### src/hdl/emim_pkg.sv
package emim_pkg;

  // ==========================================================
  // Register map
  // ==========================================================
  localparam int ADDR_W = 18;
  localparam logic [15:0] IDX_ENABLE_FIRST = 16'hE50A;
  localparam logic [15:0] IDX_ENABLE_SECOND = 16'hE50B;
  localparam logic [15:0] IDX_STATUS_FIRST = 16'hE50C;
  localparam logic [15:0] IDX_STATUS_SECOND = 16'hE50D;
  localparam logic [15:0] IDX_ACC_MODE = 16'hE50E;
  localparam logic [15:0] IDX_PULSE_MODE = 16'hE50F;
  localparam logic [ADDR_W-1:0] ADDR_ENABLE_FIRST = {IDX_ENABLE_FIRST, 2'b00};
  localparam logic [ADDR_W-1:0] ADDR_ENABLE_SECOND =
    {IDX_ENABLE_SECOND, 2'b00};
  localparam logic [ADDR_W-1:0] ADDR_STATUS_FIRST = {IDX_STATUS_FIRST, 2'b00};
  localparam logic [ADDR_W-1:0] ADDR_STATUS_SECOND =
    {IDX_STATUS_SECOND, 2'b00};
  localparam logic [ADDR_W-1:0] ADDR_ACC_MODE = {IDX_ACC_MODE, 2'b00};
  localparam logic [ADDR_W-1:0] ADDR_PULSE_MODE = {IDX_PULSE_MODE, 2'b00};

  // ==========================================================
  // Reset values and implemented bits
  // ==========================================================
  localparam logic [31:0] RESET_WORD = 32'h0000_0000;
  localparam logic [31:0] FIRST_IMPL = 32'h0007_FC00;
  localparam logic [31:0] SECOND_IMPL = 32'h0000_7FFF;
  localparam logic [31:0] ACC_IMPL = 32'h0000_0080;
  localparam logic [31:0] PULSE_IMPL = 32'h0000_0FFF;
  localparam logic [31:0] REACT_EN_MASK = 32'h0000_1C00;
  localparam logic [31:0] FUND_EN_MASK = 32'h0000_0002;

  // ==========================================================
  // Field positions, first enable and status word
  // ==========================================================
  localparam int BIT_REACT_A = 10;
  localparam int BIT_SUM2 = 13;
  localparam int BIT_PULSE1 = 14;
  localparam int BIT_DONE = 17;
  localparam int BIT_SUM3 = 18;
  localparam int BIT_RSVD_LO = 19;

  // ==========================================================
  // Field positions, second enable and status word
  // ==========================================================
  localparam int BIT_NL_TOTAL = 0;
  localparam int BIT_NL_FUND = 1;
  localparam int BIT_NL_APP = 2;
  localparam int BIT_VMISS_A = 3;
  localparam int BIT_IMISS_A = 6;
  localparam int BIT_VCROSS_A = 9;
  localparam int BIT_ICROSS_A = 12;

  // ==========================================================
  // Mode register fields
  // ==========================================================
  localparam int BIT_REACT_SRC = 7;
  localparam int BIT_PULSE1_OFF = 9;
  localparam int SEL_W = 3;
  localparam int SEL1_LSB = 0;
  localparam int SEL2_LSB = 3;
  localparam int SEL3_LSB = 6;

  // ==========================================================
  // Event carrier from the measurement datapath
  // ==========================================================
  typedef struct packed {
    logic [2:0] react_total_flip;
    logic [2:0] react_fund_flip;
    logic sum2_flip;
    logic sum3_flip;
    logic compute_done;
    logic noload_total;
    logic noload_fund;
    logic noload_apparent;
    logic [2:0] volt_missing;
    logic [2:0] curr_missing;
    logic [2:0] volt_cross;
    logic [2:0] curr_cross;
  } emim_events_t;

endpackage

### src/hdl/emim_fall_detect.sv
module emim_fall_detect (
  input wire logic clk_in,
  input wire logic reset_in,
  input wire logic level_in,
  output logic fall_out
);

  logic prev_r;

  // Idle level is high, so a reset never fakes a falling edge.
  always_ff @(posedge clk_in) begin
    if (reset_in) begin
      prev_r <= 1'b1;
    end else begin
      prev_r <= level_in;
    end
  end

  assign fall_out = prev_r & ~level_in;

endmodule // emim_fall_detect

### src/hdl/emim_irq_mask.sv
// Summary of operation
// - Per-phase reactive sign change interrupts, total or fundamental by select.
// - Bit 13 enables interrupt on second pulse datapath sum sign change.
// - Bit 18 enables interrupt on third pulse datapath sum sign change.
// - Bit 14 enables interrupt on first calibration pulse falling edge.
// - Bits 15, 16 enable interrupts on second, third pulse falling edges.
// - Pulse interrupts still work while the pulse pin is switched off.
// - Three-bit fields in pulse mode register pick each pulse power type.
// - Bit 17 enables interrupt when periodic computations complete.
// - First enable bits 31 to 19 reserved, zero, without effect.
// - Second bit 0 enables interrupt on no-load entry, total powers.
// - Second bit 1 enables fundamental no-load interrupt, ignored without fundamentals.
// - Second bit 2 enables interrupt on no-load entry, apparent power.
// - Second bits 3 to 5 enable missing voltage crossing interrupts.
// - Second bits 6 to 8 enable missing current crossing interrupts.
// - Second bits 9 to 11 enable voltage crossing detect interrupts.
// - Second bits 12, 13 enable phase A, B current crossing interrupts.
// - Without reactive measurement, reactive enables store but do nothing.
// - Second bit 14 enables phase C current crossing interrupt.
//
// Added by the designer: the APB interface to the registers.
module emim_irq_mask #(
  parameter bit HAS_REACTIVE = 1'b1,
  parameter bit HAS_FUND = 1'b1
) (
  input wire logic clk_in,
  input wire logic reset_in,
  input wire logic psel_in,
  input wire logic penable_in,
  input wire logic pwrite_in,
  input wire logic [emim_pkg::ADDR_W-1:0] paddr_in,
  input wire logic [31:0] pwdata_in,
  output logic [31:0] prdata_out,
  output logic pready_out,
  output logic pslverr_out,
  input wire emim_pkg::emim_events_t events_in,
  input wire logic [2:0] cal_pulse_raw_in,
  output logic cal_pulse_out1_out,
  output logic cal_pulse_out2_out,
  output logic cal_pulse_out3_out,
  output logic [emim_pkg::SEL_W-1:0] pulse1_power_sel_out,
  output logic [emim_pkg::SEL_W-1:0] pulse2_power_sel_out,
  output logic [emim_pkg::SEL_W-1:0] pulse3_power_sel_out,
  output logic irq_n_out
);
  import emim_pkg::*;

  // ==========================================================
  // Registers
  // ==========================================================
  logic [31:0] en_first_r;
  logic [31:0] en_second_r;
  logic [31:0] st_first_r;
  logic [31:0] st_second_r;
  logic [31:0] acc_mode_r;
  logic [31:0] pulse_mode_r;
  logic [31:0] prdata_r;
  logic slverr_r;
  logic [2:0] pin_r;
  logic irq_n_r;

  // ==========================================================
  // APB decode
  // ==========================================================
  wire logic setup = psel_in & ~penable_in;
  wire logic access = psel_in & penable_in;
  wire logic sel_en1 = (paddr_in == ADDR_ENABLE_FIRST);
  wire logic sel_en2 = (paddr_in == ADDR_ENABLE_SECOND);
  wire logic sel_st1 = (paddr_in == ADDR_STATUS_FIRST);
  wire logic sel_st2 = (paddr_in == ADDR_STATUS_SECOND);
  wire logic sel_acc = (paddr_in == ADDR_ACC_MODE);
  wire logic sel_pm = (paddr_in == ADDR_PULSE_MODE);
  wire logic mapped = sel_en1 | sel_en2 | sel_st1 | sel_st2 | sel_acc | sel_pm;
  wire logic wr = access & pwrite_in & mapped;
  wire logic [31:0] rd_word =
    sel_en1 ? en_first_r :
    sel_en2 ? en_second_r :
    sel_st1 ? st_first_r :
    sel_st2 ? st_second_r :
    sel_acc ? acc_mode_r :
    sel_pm ? pulse_mode_r : RESET_WORD;

  // Read data and error are captured in the setup cycle, so the
  // access cycle always completes without wait states.
  always_ff @(posedge clk_in) begin
    if (reset_in) begin
      prdata_r <= RESET_WORD;
      slverr_r <= 1'b0;
    end else if (setup) begin
      prdata_r <= pwrite_in ? RESET_WORD : rd_word;
      slverr_r <= ~mapped;
    end
  end

  assign prdata_out = prdata_r;
  assign pready_out = 1'b1;
  assign pslverr_out = slverr_r & access;

  // ==========================================================
  // Control registers
  // ==========================================================
  // reserved bits
  // Only implemented bits are stored; the rest read back as zero.
  wire logic [31:0] en_first_nxt =
    (wr & sel_en1) ? (pwdata_in & FIRST_IMPL) : en_first_r;
  wire logic [31:0] en_second_nxt =
    (wr & sel_en2) ? (pwdata_in & SECOND_IMPL) : en_second_r;

  always_ff @(posedge clk_in) begin
    if (reset_in) begin
      en_first_r <= RESET_WORD;
      en_second_r <= RESET_WORD;
      acc_mode_r <= RESET_WORD;
      pulse_mode_r <= RESET_WORD;
    end else begin
      en_first_r <= en_first_nxt;
      en_second_r <= en_second_nxt;
      if (wr && sel_acc) acc_mode_r <= pwdata_in & ACC_IMPL;
      if (wr && sel_pm) pulse_mode_r <= pwdata_in & PULSE_IMPL;
    end
  end

  assign pulse1_power_sel_out = pulse_mode_r[SEL1_LSB +: SEL_W];
  assign pulse2_power_sel_out = pulse_mode_r[SEL2_LSB +: SEL_W];
  assign pulse3_power_sel_out = pulse_mode_r[SEL3_LSB +: SEL_W];

  // ==========================================================
  // Calibration pulse edges
  // ==========================================================
  wire logic [2:0] pulse_fall;

  genvar gi;
  generate
    for (gi = 0; gi < 3; gi++) begin : g_fall
      emim_fall_detect u_fall (
        .clk_in(clk_in),
        .reset_in(reset_in),
        .level_in(cal_pulse_raw_in[gi]),
        .fall_out(pulse_fall[gi])
      );
    end
  endgenerate

  // pin suppressed
  // A switched-off pin idles high, but edges are taken from the
  // internal pulse train so the flags keep working.
  wire logic [2:0] pulse_off = pulse_mode_r[BIT_PULSE1_OFF +: 3];

  always_ff @(posedge clk_in) begin
    if (reset_in) begin
      pin_r <= 3'h7;
    end else begin
      pin_r <= cal_pulse_raw_in | pulse_off;
    end
  end

  assign cal_pulse_out1_out = pin_r[0];
  assign cal_pulse_out2_out = pin_r[1];
  assign cal_pulse_out3_out = pin_r[2];

  // ==========================================================
  // Event collection
  // ==========================================================
  wire logic [31:0] ev_first;
  wire logic [31:0] ev_second;
  wire logic react_src = acc_mode_r[BIT_REACT_SRC];

  wire logic [2:0] react_flip = react_src ? events_in.react_fund_flip :
                                            events_in.react_total_flip;

  assign ev_first[BIT_REACT_A-1:0] = '0;
  assign ev_first[BIT_REACT_A +: 3] = react_flip;
  assign ev_first[BIT_SUM2] = events_in.sum2_flip;
  assign ev_first[BIT_PULSE1 +: 3] = pulse_fall;
  assign ev_first[BIT_DONE] = events_in.compute_done;
  assign ev_first[BIT_SUM3] = events_in.sum3_flip;
  assign ev_first[31:BIT_RSVD_LO] = '0;

  assign ev_second[BIT_NL_TOTAL] = events_in.noload_total;
  assign ev_second[BIT_NL_FUND] = events_in.noload_fund;
  assign ev_second[BIT_NL_APP] = events_in.noload_apparent;
  assign ev_second[BIT_VMISS_A +: 3] = events_in.volt_missing;
  assign ev_second[BIT_IMISS_A +: 3] = events_in.curr_missing;
  assign ev_second[BIT_VCROSS_A +: 3] = events_in.volt_cross;
  assign ev_second[BIT_ICROSS_A +: 3] = events_in.curr_cross;
  assign ev_second[31:BIT_ICROSS_A+3] = '0;

  // ==========================================================
  // Sticky status flags
  // ==========================================================
  wire logic [31:0] clr_first = (wr & sel_st1) ? pwdata_in : RESET_WORD;
  wire logic [31:0] clr_second = (wr & sel_st2) ? pwdata_in : RESET_WORD;

  // flags ignore enables
  // A write of one clears a flag, and a new event in the same cycle wins.
  wire logic [31:0] st_first_nxt =
    (st_first_r & ~clr_first) | (ev_first & FIRST_IMPL);
  wire logic [31:0] st_second_nxt =
    (st_second_r & ~clr_second) | (ev_second & SECOND_IMPL);

  always_ff @(posedge clk_in) begin
    if (reset_in) begin
      st_first_r <= RESET_WORD;
      st_second_r <= RESET_WORD;
    end else begin
      st_first_r <= st_first_nxt;
      st_second_r <= st_second_nxt;
    end
  end

  // ==========================================================
  // Interrupt request
  // ==========================================================
  // variant gating
  wire logic [31:0] eff_mask_first =
    FIRST_IMPL & ~(HAS_REACTIVE ? RESET_WORD : REACT_EN_MASK);
  wire logic [31:0] eff_mask_second =
    SECOND_IMPL & ~(HAS_FUND ? RESET_WORD : FUND_EN_MASK);
  wire logic [31:0] eff_first = en_first_r & eff_mask_first;
  wire logic [31:0] eff_second = en_second_r & eff_mask_second;
  // The request uses next-cycle enables, so a mask write and a flag
  // clear both reach the pin in the same cycle as the registers.
  wire logic [31:0] eff_first_nxt = en_first_nxt & eff_mask_first;
  wire logic [31:0] eff_second_nxt = en_second_nxt & eff_mask_second;
  wire logic irq_pend_nxt = |(st_first_nxt & eff_first_nxt) |
                            |(st_second_nxt & eff_second_nxt);

  always_ff @(posedge clk_in) begin
    if (reset_in) begin
      irq_n_r <= 1'b1;
    end else begin
      irq_n_r <= ~irq_pend_nxt;
    end
  end

  assign irq_n_out = irq_n_r;
endmodule // emim_irq_mask

### config.mk
export PLATFORM = sky130hd
export DESIGN_NAME = emim_irq_mask
export DESIGN_NICKNAME = d
export VERILOG_FILES = /design/src/hdl/emim_pkg.sv /design/src/hdl/emim_fall_detect.sv /design/src/hdl/emim_irq_mask.sv
export SDC_FILE = /design/constraint.sdc
export NUM_CORES = 1
export LEC_CHECK = 0
export BUFFER_PORTS_ARGS = -buffer_cell sky130_fd_sc_hd__buf_2
export CORE_AREA = 2 2 149 165
export DETAILED_ROUTE_END_ITERATION = 8
export DIE_AREA = 0 0 151 167
export RECOVER_POWER = 25
export SYNTH_ARGS = -nofsm -noshare
export SYNTH_HDL_FRONTEND = slang
export SYNTH_SLANG_ARGS = --single-unit
### constraint.sdc
create_clock -name clk_in -period 7.2 [get_ports clk_in]
set_input_delay 1.08 -clock clk_in [delete_from_list [all_inputs] [get_ports clk_in]]
set_output_delay 1.08 -clock clk_in [all_outputs]
set_load 0.01 [all_outputs]
Word level (Yosys, flattened, before mapping)
Index checks and enable logic that the tools add are counted.

Equality and inequality tests: 6. Shifts and indexed selects: 0. Bitwise operators: 33. Muxes and demuxes: 12. Add/subtract/negate cells: 0. Multiply operators: 0. Div/mod/pow operators: 0. Reductions and logical operators: 4. $lt $le $gt $ge: 0.

Operator list (count): 2-to-1 mux 32 bit (7); == test 18 bit, second input constant (6); bitwise AND 32 bit (2); inverter 32 bit (2); OR reduction 32 bit (2); bitwise AND 32 x 15 -> 32 bit (1); bitwise AND 32 x 19 -> 32 bit (1); bitwise OR 32 x 15 -> 32 bit (1); bitwise OR 32 x 19 -> 32 bit (1); 2-to-1 mux 12 bit (2); 2-to-1 mux 19 bit (1); 2-to-1 mux 15 bit (1); bitwise AND 1 bit (12); inverter 1 bit (6); bitwise OR 1 bit (6); 2-to-1 mux 3 bit (1); bitwise OR 3 bit (1); logical AND 1 bit (2).

Bits in writable memories: 0. Output and inout port bits: 47. ROM bits: 0. Memories kept: 0. Bits in latches: 0. Flip-flop bits (word level): 141. Input bits: 82.

Longest topological paths before layout
Gate-level depths: netlist of run 1.

Word-level depth: 16. Mapped depth: 9.

Cells and area by module
From an unflattened synthesis of run 1, not the netlist that was laid out.

Cell total of the unflattened synthesis: 643. Area, all modules: 5761.8 µm².

Modules (own cells, without submodules): emim_irq_mask (times used 1, cells each 634, area each 5656.7 µm², seq. area each 2762.6 µm²); emim_fall_detect (times used 3, cells each 3, area each 35.0 µm², seq. area each 20.0 µm²).

Worst setup path before layout of run 1
No wires, ideal clock.

Path kind: input-to-reg. Start: input paddr_in[7] in the netlist's numbering. End: register irq_n_r, in the netlist irq_n_out. Setup slack: 3874 ps. Path buffers: 1. Data required time: 7104 ps. Stages: 8. Arrival: 3230 ps. Setup time: 96 ps. Cell sequence: nor4b_1 > nand4_1 > buf_2 > nor2_1 > mux2_2 > a2111oi_2 > o2111ai_1 > o41ai_2.

Longest elaborated chain between the ends: 16.

Ends and longest elaborated chain: start, declared (RTL line emim_irq_mask.sv:31) `input wire logic [emim_pkg::ADDR_W-1:0] paddr_in,`; == test 18 bit, on equally long branches (RTL line emim_irq_mask.sv:67, emim_irq_mask.sv:68); bitwise OR 1 bit (5 in a row) (RTL line emim_irq_mask.sv:73) `wire logic mapped = sel_en1 | sel_en2 | sel_st1 | sel_st2 | sel_acc | sel_pm;`; bitwise AND 1 bit (RTL line emim_irq_mask.sv:74) `wire logic wr = access & pwrite_in & mapped;`; bitwise AND 1 bit, on equally long branches (RTL line emim_irq_mask.sv:191, emim_irq_mask.sv:192); 2-to-1 mux 32 bit, on equally long branches (RTL line emim_irq_mask.sv:191, emim_irq_mask.sv:192); inverter 32 bit, on equally long branches (RTL line emim_irq_mask.sv:197, emim_irq_mask.sv:199); bitwise AND 32 bit, on equally long branches (RTL line emim_irq_mask.sv:197, emim_irq_mask.sv:199); bitwise OR 32 x 19 -> 32 bit or bitwise OR 32 x 15 -> 32 bit (tied branches) (RTL line emim_irq_mask.sv:197, emim_irq_mask.sv:199); bitwise AND 32 x 19 -> 32 bit or bitwise AND 32 x 15 -> 32 bit (tied branches) (RTL line emim_irq_mask.sv:225, emim_irq_mask.sv:226); OR reduction 32 bit, on equally long branches (RTL line emim_irq_mask.sv:225, emim_irq_mask.sv:226); bitwise OR 1 bit * (RTL line emim_irq_mask.sv:226) `|(st_second_nxt & eff_second_nxt);`; inverter 1 bit * (RTL line emim_irq_mask.sv:232) `irq_n_r <= ~irq_pend_nxt;`; end signal, assigned (RTL line emim_irq_mask.sv:232); end, declared (RTL line emim_irq_mask.sv:60) `logic irq_n_r;`.

Mark *: on every way between the ends. The rest lies on a longest branch, timed or not. A chain may end at the register's enable or synchronous reset.

Worst setup path in the final report of run 1
Same ends and word-level chain as after synthesis.

==> flow_summary.ini, run 1 <==
[setup_path]
cp_data_required_time_ps = 7530
timing.critical_path.cells = buf_2, nor3b_1, nand4_1, nor2_2, buf_4, nand2_1, a21oi_1, o221ai_1, o41ai_2
crit_type = in2reg
cp-start-kind = input port
critPathBufInv = 2
crit_slowest_cell = sky130_fd_sc_hd__nor2_2
max_stage_delay_ps = 810
r2r_setup_slack_ps = 4940
timing.critical_path.max_delay_family = simple AND/OR/NAND/NOR gates
worst_setup_path_end_kind = register
worstPathMaxFanout = 14
worst-endpoint-arrival_ps = 4170

[sta]
grt_setup_unrepaired = no
period_minus_slack_ps = 3840
timing_max_transition_violations_final = 0
timing.final.setup_violations = 0
worst_clock_skew_ps = 8.80
hold_viol_final = 0
actual_transition_at_the_worst_max_transition_pin_ps = 1480
timing.setup.tns_ps = 0
max-slew-margin-rel_pct = 1.16
period_share_pct = 53.4
timing.fmax_mhz = 260

[drt]
detail_route.wl_per_cell_um = 18.5
drt_iter0_drc = 407
detail_route.vias_per_cell = 4.97
drc = 0
route.vias.total = 5399
postRouteAntennaNets = 0
firstDrtPassIters = 6
route.final.wire_length_um = 20100

[placement]
hpwlAfterDp_um = 14500
io_buffer_count = 127
gpl.final_weighted_congestion = 0.852

[floorplan]
design.die.area_sq_mm = 0.0252
die_w_um = 151
top_level_ports = 129
initial_standard_cell_utilization_of_the_core_pct = 24.6
rows = 59
die_height_um = 167
area_inside_the_core_boundary_sq_mm = 0.0235

[yosys]
fraction_of_synthesized_cell_area_in_xor_and_xnor_cells_pct = 0
synth_top_cells_by_area = sky130_fd_sc_hd__dfxtp_1 (49%), sky130_fd_sc_hd__a21oi_1 (7.6%), sky130_fd_sc_hd__nand2_1 (5.6%)
syn-cell-area_sq_mm = 0.00578
ys_warn_count = 0
synth_top_family_by_area = simple AND/OR/NAND/NOR gates
synth_top_flop_cell = sky130_fd_sc_hd__dfxtp_1
synth.yosys.seq_area_share_pct = 48.8
synth-seq-cells = 141
post_synth_mux_area_share_pct = 4.20
synth_area_leader_cell = sky130_fd_sc_hd__dfxtp_1
post_synth_and_or_nand_nor_area_fraction_pct = 22.3
post_synth_inst_count = 662
synthesis.area_per_instance_sq_um = 8.74
compound_gate_portion_of_the_synthesized_area_pct = 20.4
synth_cell_type_count = 55
synth_largest_type_area_fraction_pct = 48.8
yosys.area_share.adder_pct = 0
syn_nets = 744
synth-edff-count = 0
share_of_synthesized_flip_flops_with_an_asynchronous_set_or_reset_pct = 0

[final_layout]
ratio_of_cells_with_drive_above_1_in_the_final_layout_pct = 18.8
antenna_diode_count = 0
fin_util_pct = 30.6
areaGrowthSynthToFinish_pct = 24.3
finish.net_count = 851

[global_routing]
grt_pass1_vias = 5161
pin_count_of_the_biggest_net_entering_global_routing = 60
grt_first_pass_wirelength_um = 30800
grt.overflow.total = 0
grt_use_total_pct = 16.2
antenna_found_initial = 0

[power]
power_density_mw_per_mm2 = 246
peakVddDrop_uv = 184
cellLeakagePower_uw = 0.00267

[clock_network]
tritoncts = done
clk_latency_ps = 420
path_clk_slew_ps = 60
clock_sink_count = 141
post_cts.repair.setup_buffers = 0
clk_root_buffer_cell = sky130_fd_sc_hd__clkbuf_16
htreeDepth = 4
cts.repair.resized = 0
clockBufferDepth = 2
numCtsBuffers = 17
hold_buffer_count_at_cts = 0

[outcome]
outcome = finished clean

[job]
max-cap-violations = 0

[hold_path]
path_class_of_the_lowest_slack_min_delay_path = reg2reg
==> area by class of cell <==
type                    count  area, sq um
clock inverters            10          111
fillers                  2513        16300
repair buffers            137          656
clock buffers              22          474
multi-input cells         467         2730
inverters                   5         18.8
well taps                 305          382
flip-flops and latches    141         2820
==> state kept, by name, indices dropped and copies added (netlist names) <==
signal                cells
prdata_out               32
st_second_r              32
irq_n_out                 1
slverr_r                  1
en_first_r                9
st_first_r               32
pin_r                     3
acc_mode_r                1
en_second_r              15
g_fall.u_fall.prev_r      3
pulse_mode_r             12
==> cells in the final DEF, fill, tap and decap left out, types with 5 or more instances in the layout <==
master	instances
sky130_fd_sc_hd__clkbuf_1	46
sky130_fd_sc_hd__nand3_1	16
sky130_fd_sc_hd__a22o_1	13
sky130_fd_sc_hd__buf_4	10
sky130_fd_sc_hd__mux2_2	5
sky130_fd_sc_hd__or2_2	7
sky130_fd_sc_hd__o21ai_0	10
sky130_fd_sc_hd__nand2_1	86
sky130_fd_sc_hd__and2_1	8
sky130_fd_sc_hd__and3_1	26
sky130_fd_sc_hd__nand2b_1	8
sky130_fd_sc_hd__nand4_1	6
sky130_fd_sc_hd__a222oi_1	14
sky130_fd_sc_hd__a21oi_1	88
sky130_fd_sc_hd__a22oi_1	25
sky130_fd_sc_hd__dfxtp_1	141
sky130_fd_sc_hd__nor2_1	78
sky130_fd_sc_hd__buf_2	83
sky130_fd_sc_hd__clkbuf_16	17
sky130_fd_sc_hd__mux2i_1	16
sky130_fd_sc_hd__clkinv_2	5
==> cells by family after synthesis <==
| group | Yosys count |
|---|---|
| compound gates | 176 |
| buf+inv | 54 |
| flops | 141 |
| mux | 22 |
| other cells | 1 |
| simple gates | 268 |
==> through the flow <==
stage	cells	power [uW]	setup slack, ps	area (sq um)	hold WS, ps
global route	1087	1820	3160	7190	444
CTS	1087	1780	3410	7250	432
global placement	1055	905	3010	6660	419
finish	1087	1770	3360	7190	430
floorplan	662	854	3870	5780	411
detailed placement	1055	906	2990	6660	422
==> worst min-delay path, stage by stage (launching register included) <==
cell,delay (ps)
sky130_fd_sc_hd__dfxtp_1,300
sky130_fd_sc_hd__nand2_1,50
sky130_fd_sc_hd__a21oi_1,30
==> final timing paths <==
| kind | end | from | cells past startpoint |
|---|---|---|---|
| min reg2reg | st_second_r[16] | st_second_r[16] | 2 |
| min | st_second_r[16] | st_second_r[16] | 2 |
| max | irq_n_out | paddr_in[7] | 9 |
| max reg2reg | irq_n_out | acc_mode_r[7] | 5 |
==> report_power, final <==
part / switching [uW] / leakage, uW / internal, uW / total [uW]
sequential: 6.08 / 0.00115 / 792 / 798
clock: 342 / 0.000294 / 537 / 878
combinational: 58.7 / 0.00123 / 32.1 / 90.8
==> layer usage <==
metal / share of wire, % / GRT usage (%)
met2: 46 / 25.3
met3: 8.2 / 5.12
met4: 1.1 / 3.74
met5: 0 / 0
met1: 45 / 21.8
==> synthesized netlist by cell type, drive strengths merged (4+ instances only) <==
library cell / count
nand3: 16
o32ai: 4
a222oi: 14
nand2: 86
mux2i: 16
dfxtp: 141
and4: 4
nand4: 6
inv: 5
mux2: 5
clkbuf: 30
nor3: 5
or2: 8
a22oi: 25
o21ai: 10
and3: 26
nor2: 82
nand2b: 9
a21oi: 88
nor2b: 4
or3: 4
and2: 8
a22o: 13
buf: 19
Power figures use the tool's default switching activity.
==> inputs of run 2 (changes only) <==
- clock period: 7.2 -> 3.9 ns (I/O delays scaled with it)
==> flow_summary.ini, run 2 (synthesis gave the netlist of run 1 again) <==
[sta]
timing.fmax_mhz = 329
hold_viol_final = 0
max-slew-margin-rel_pct = -52.5
timing.setup.tns_ps = 0
period_minus_slack_ps = 3040
worst_clock_skew_ps = 3.56
timing_max_transition_violations_final = 51
timing.final.setup_violations = 0
actual_transition_at_the_worst_max_transition_pin_ps = 2290
grt_setup_unrepaired = no
period_share_pct = 77.9

[floorplan]
area_inside_the_core_boundary_sq_mm = 0.0235
initial_standard_cell_utilization_of_the_core_pct = 24.6
rows = 59
top_level_ports = 129
die_w_um = 151
design.die.area_sq_mm = 0.0252
die_height_um = 167

[setup_path]
worstPathMaxFanout = 7
worst-endpoint-arrival_ps = 3360
worst_setup_path_end_kind = register
cp-start-kind = input port
crit_type = in2reg
cp_data_required_time_ps = 4230

[clock_network]
path_clk_slew_ps = 60
post_cts.repair.setup_buffers = 0
clk_latency_ps = 420
cts.repair.resized = 0
clockBufferDepth = 2
htreeDepth = 4
hold_buffer_count_at_cts = 0
tritoncts = done
clock_sink_count = 141
numCtsBuffers = 17
clk_root_buffer_cell = sky130_fd_sc_hd__clkbuf_16

[power]
internal-power_uw = 2580
cellLeakagePower_uw = 0.00274
pwr-share-seq_pct = 44.4
peakVddDrop_uv = 301
netSwitchingFraction_pct = 22.4
netSwitchingPower_uw = 743
pwr-share-clk_pct = 50.6
power_density_mw_per_mm2 = 455
p_comb_share_pct = 5.0

[final_layout]
mostFrequentLayoutCell = sky130_fd_sc_hd__dfxtp_1
finish.net_count = 862
final-instance-count-excl-fill = 1100
ratio_of_cells_with_drive_above_1_in_the_final_layout_pct = 20.1
fill_cells = 2524
areaGrowthSynthToFinish_pct = 26.2
register_area_sq_mm = 0.00282
multi_input_combinational_cell_area_sq_mm = 0.00272
layout.cells.most_common_list = sky130_fd_sc_hd__dfxtp_1 (141), sky130_fd_sc_hd__a21oi_1 (88), sky130_fd_sc_hd__nand2_1 (86), sky130_fd_sc_hd__buf_2 (86), sky130_fd_sc_hd__nor2_1 (78)

[drt]
drc = 0
firstDrtPassIters = 8
route.final.wire_length_um = 20200
route.vias.total = 5484
detail_route.vias_per_cell = 4.99
drt_iter0_drc = 434
postRouteAntennaNets = 0
detail_route.wl_per_cell_um = 18.3

[global_routing]
grt.overflow.total = 0
antenna_found_initial = 2
grt_first_pass_wirelength_um = 31000
pin_count_of_the_biggest_net_entering_global_routing = 51
grt_pass1_vias = 5269
grt_use_total_pct = 16.4

[hold_path]
path_class_of_the_lowest_slack_min_delay_path = in2reg

[job]
max-cap-violations = 1

[placement]
io_buffer_count = 127
dp_cells = 1066
hpwlAfterDp_um = 14500
gpl.final_weighted_congestion = 0.877

[outcome]
outcome = finished, violations left
failed_checks = max-capacitance violations, max-slew violations
==> run 2: through the flow <==
step                instance area, sq um  power (uW)  hold slack [ps]  utilization, %  setup slack [ps]
CTS                                 7350        3350              321            31.3               986
detailed placement                  6740        1670              422            28.7               576
finish                              7300        3320              338            31.1               862
global route                        7290        3430              325            31.1               649
global placement                    6740        1670              420            28.7               633
floorplan                           5780        1580              411               -              1070
==> run 2: layout make-up <==
class                      instances  share of cell area [%]
sequential                       141                    38.7
timing repair buffer             148                    10.1
inverter                           5                   0.257
tap                              305                    5.23
clock buffer                      22                    6.50
multi-input combinational        467                    37.3
clock inverter                    10                    1.89
antenna                            2                  0.0686
==> run 2: per-layer routing <==
layer / vias up / share of wire, % / wire [um] / global-route usage (%)
met5: - / 0.064 / 13 / 0
met4: 2 / 1.6 / 326 / 4.88
met3: 26 / 9.2 / 1850 / 5.29
li1: 2611 / - / - / -
met1: 2589 / 43 / 8650 / 21.8
met2: 256 / 46 / 9340 / 25.2
==> run 2: worst paths after layout <==
path | from | endpoint | slack, ps | cells past startpoint
max | paddr_in[7] | irq_n_out | 860 | 8
min | pwdata_in[27] | st_second_r[27] | 340 | 2
max reg2reg | acc_mode_r[7] | irq_n_out | 1580 | 5
min reg2reg | st_second_r[19] | st_second_r[19] | 430 | 2
==> run 2: power by group through the flow <==
stage	clock (uW)	combinational, uW	sequential, uW
4_1_cts	1710	169	1470
3_5_place_dp	0	168	1500
5_1_grt	1770	184	1480
2_1_floorplan	0	73.4	1500
3_3_place_gp	0	166	1500
6_report	1680	168	1470
==> run 2: worst max-delay path: stages <==
cell	delay (ps)
sky130_fd_sc_hd__buf_2	100
sky130_fd_sc_hd__nor4b_1	460
sky130_fd_sc_hd__nand4_1	410
sky130_fd_sc_hd__nor2_1	270
sky130_fd_sc_hd__mux2_2	370
sky130_fd_sc_hd__a2111oi_1	540
sky130_fd_sc_hd__o2111ai_1	240
sky130_fd_sc_hd__o41ai_2	380
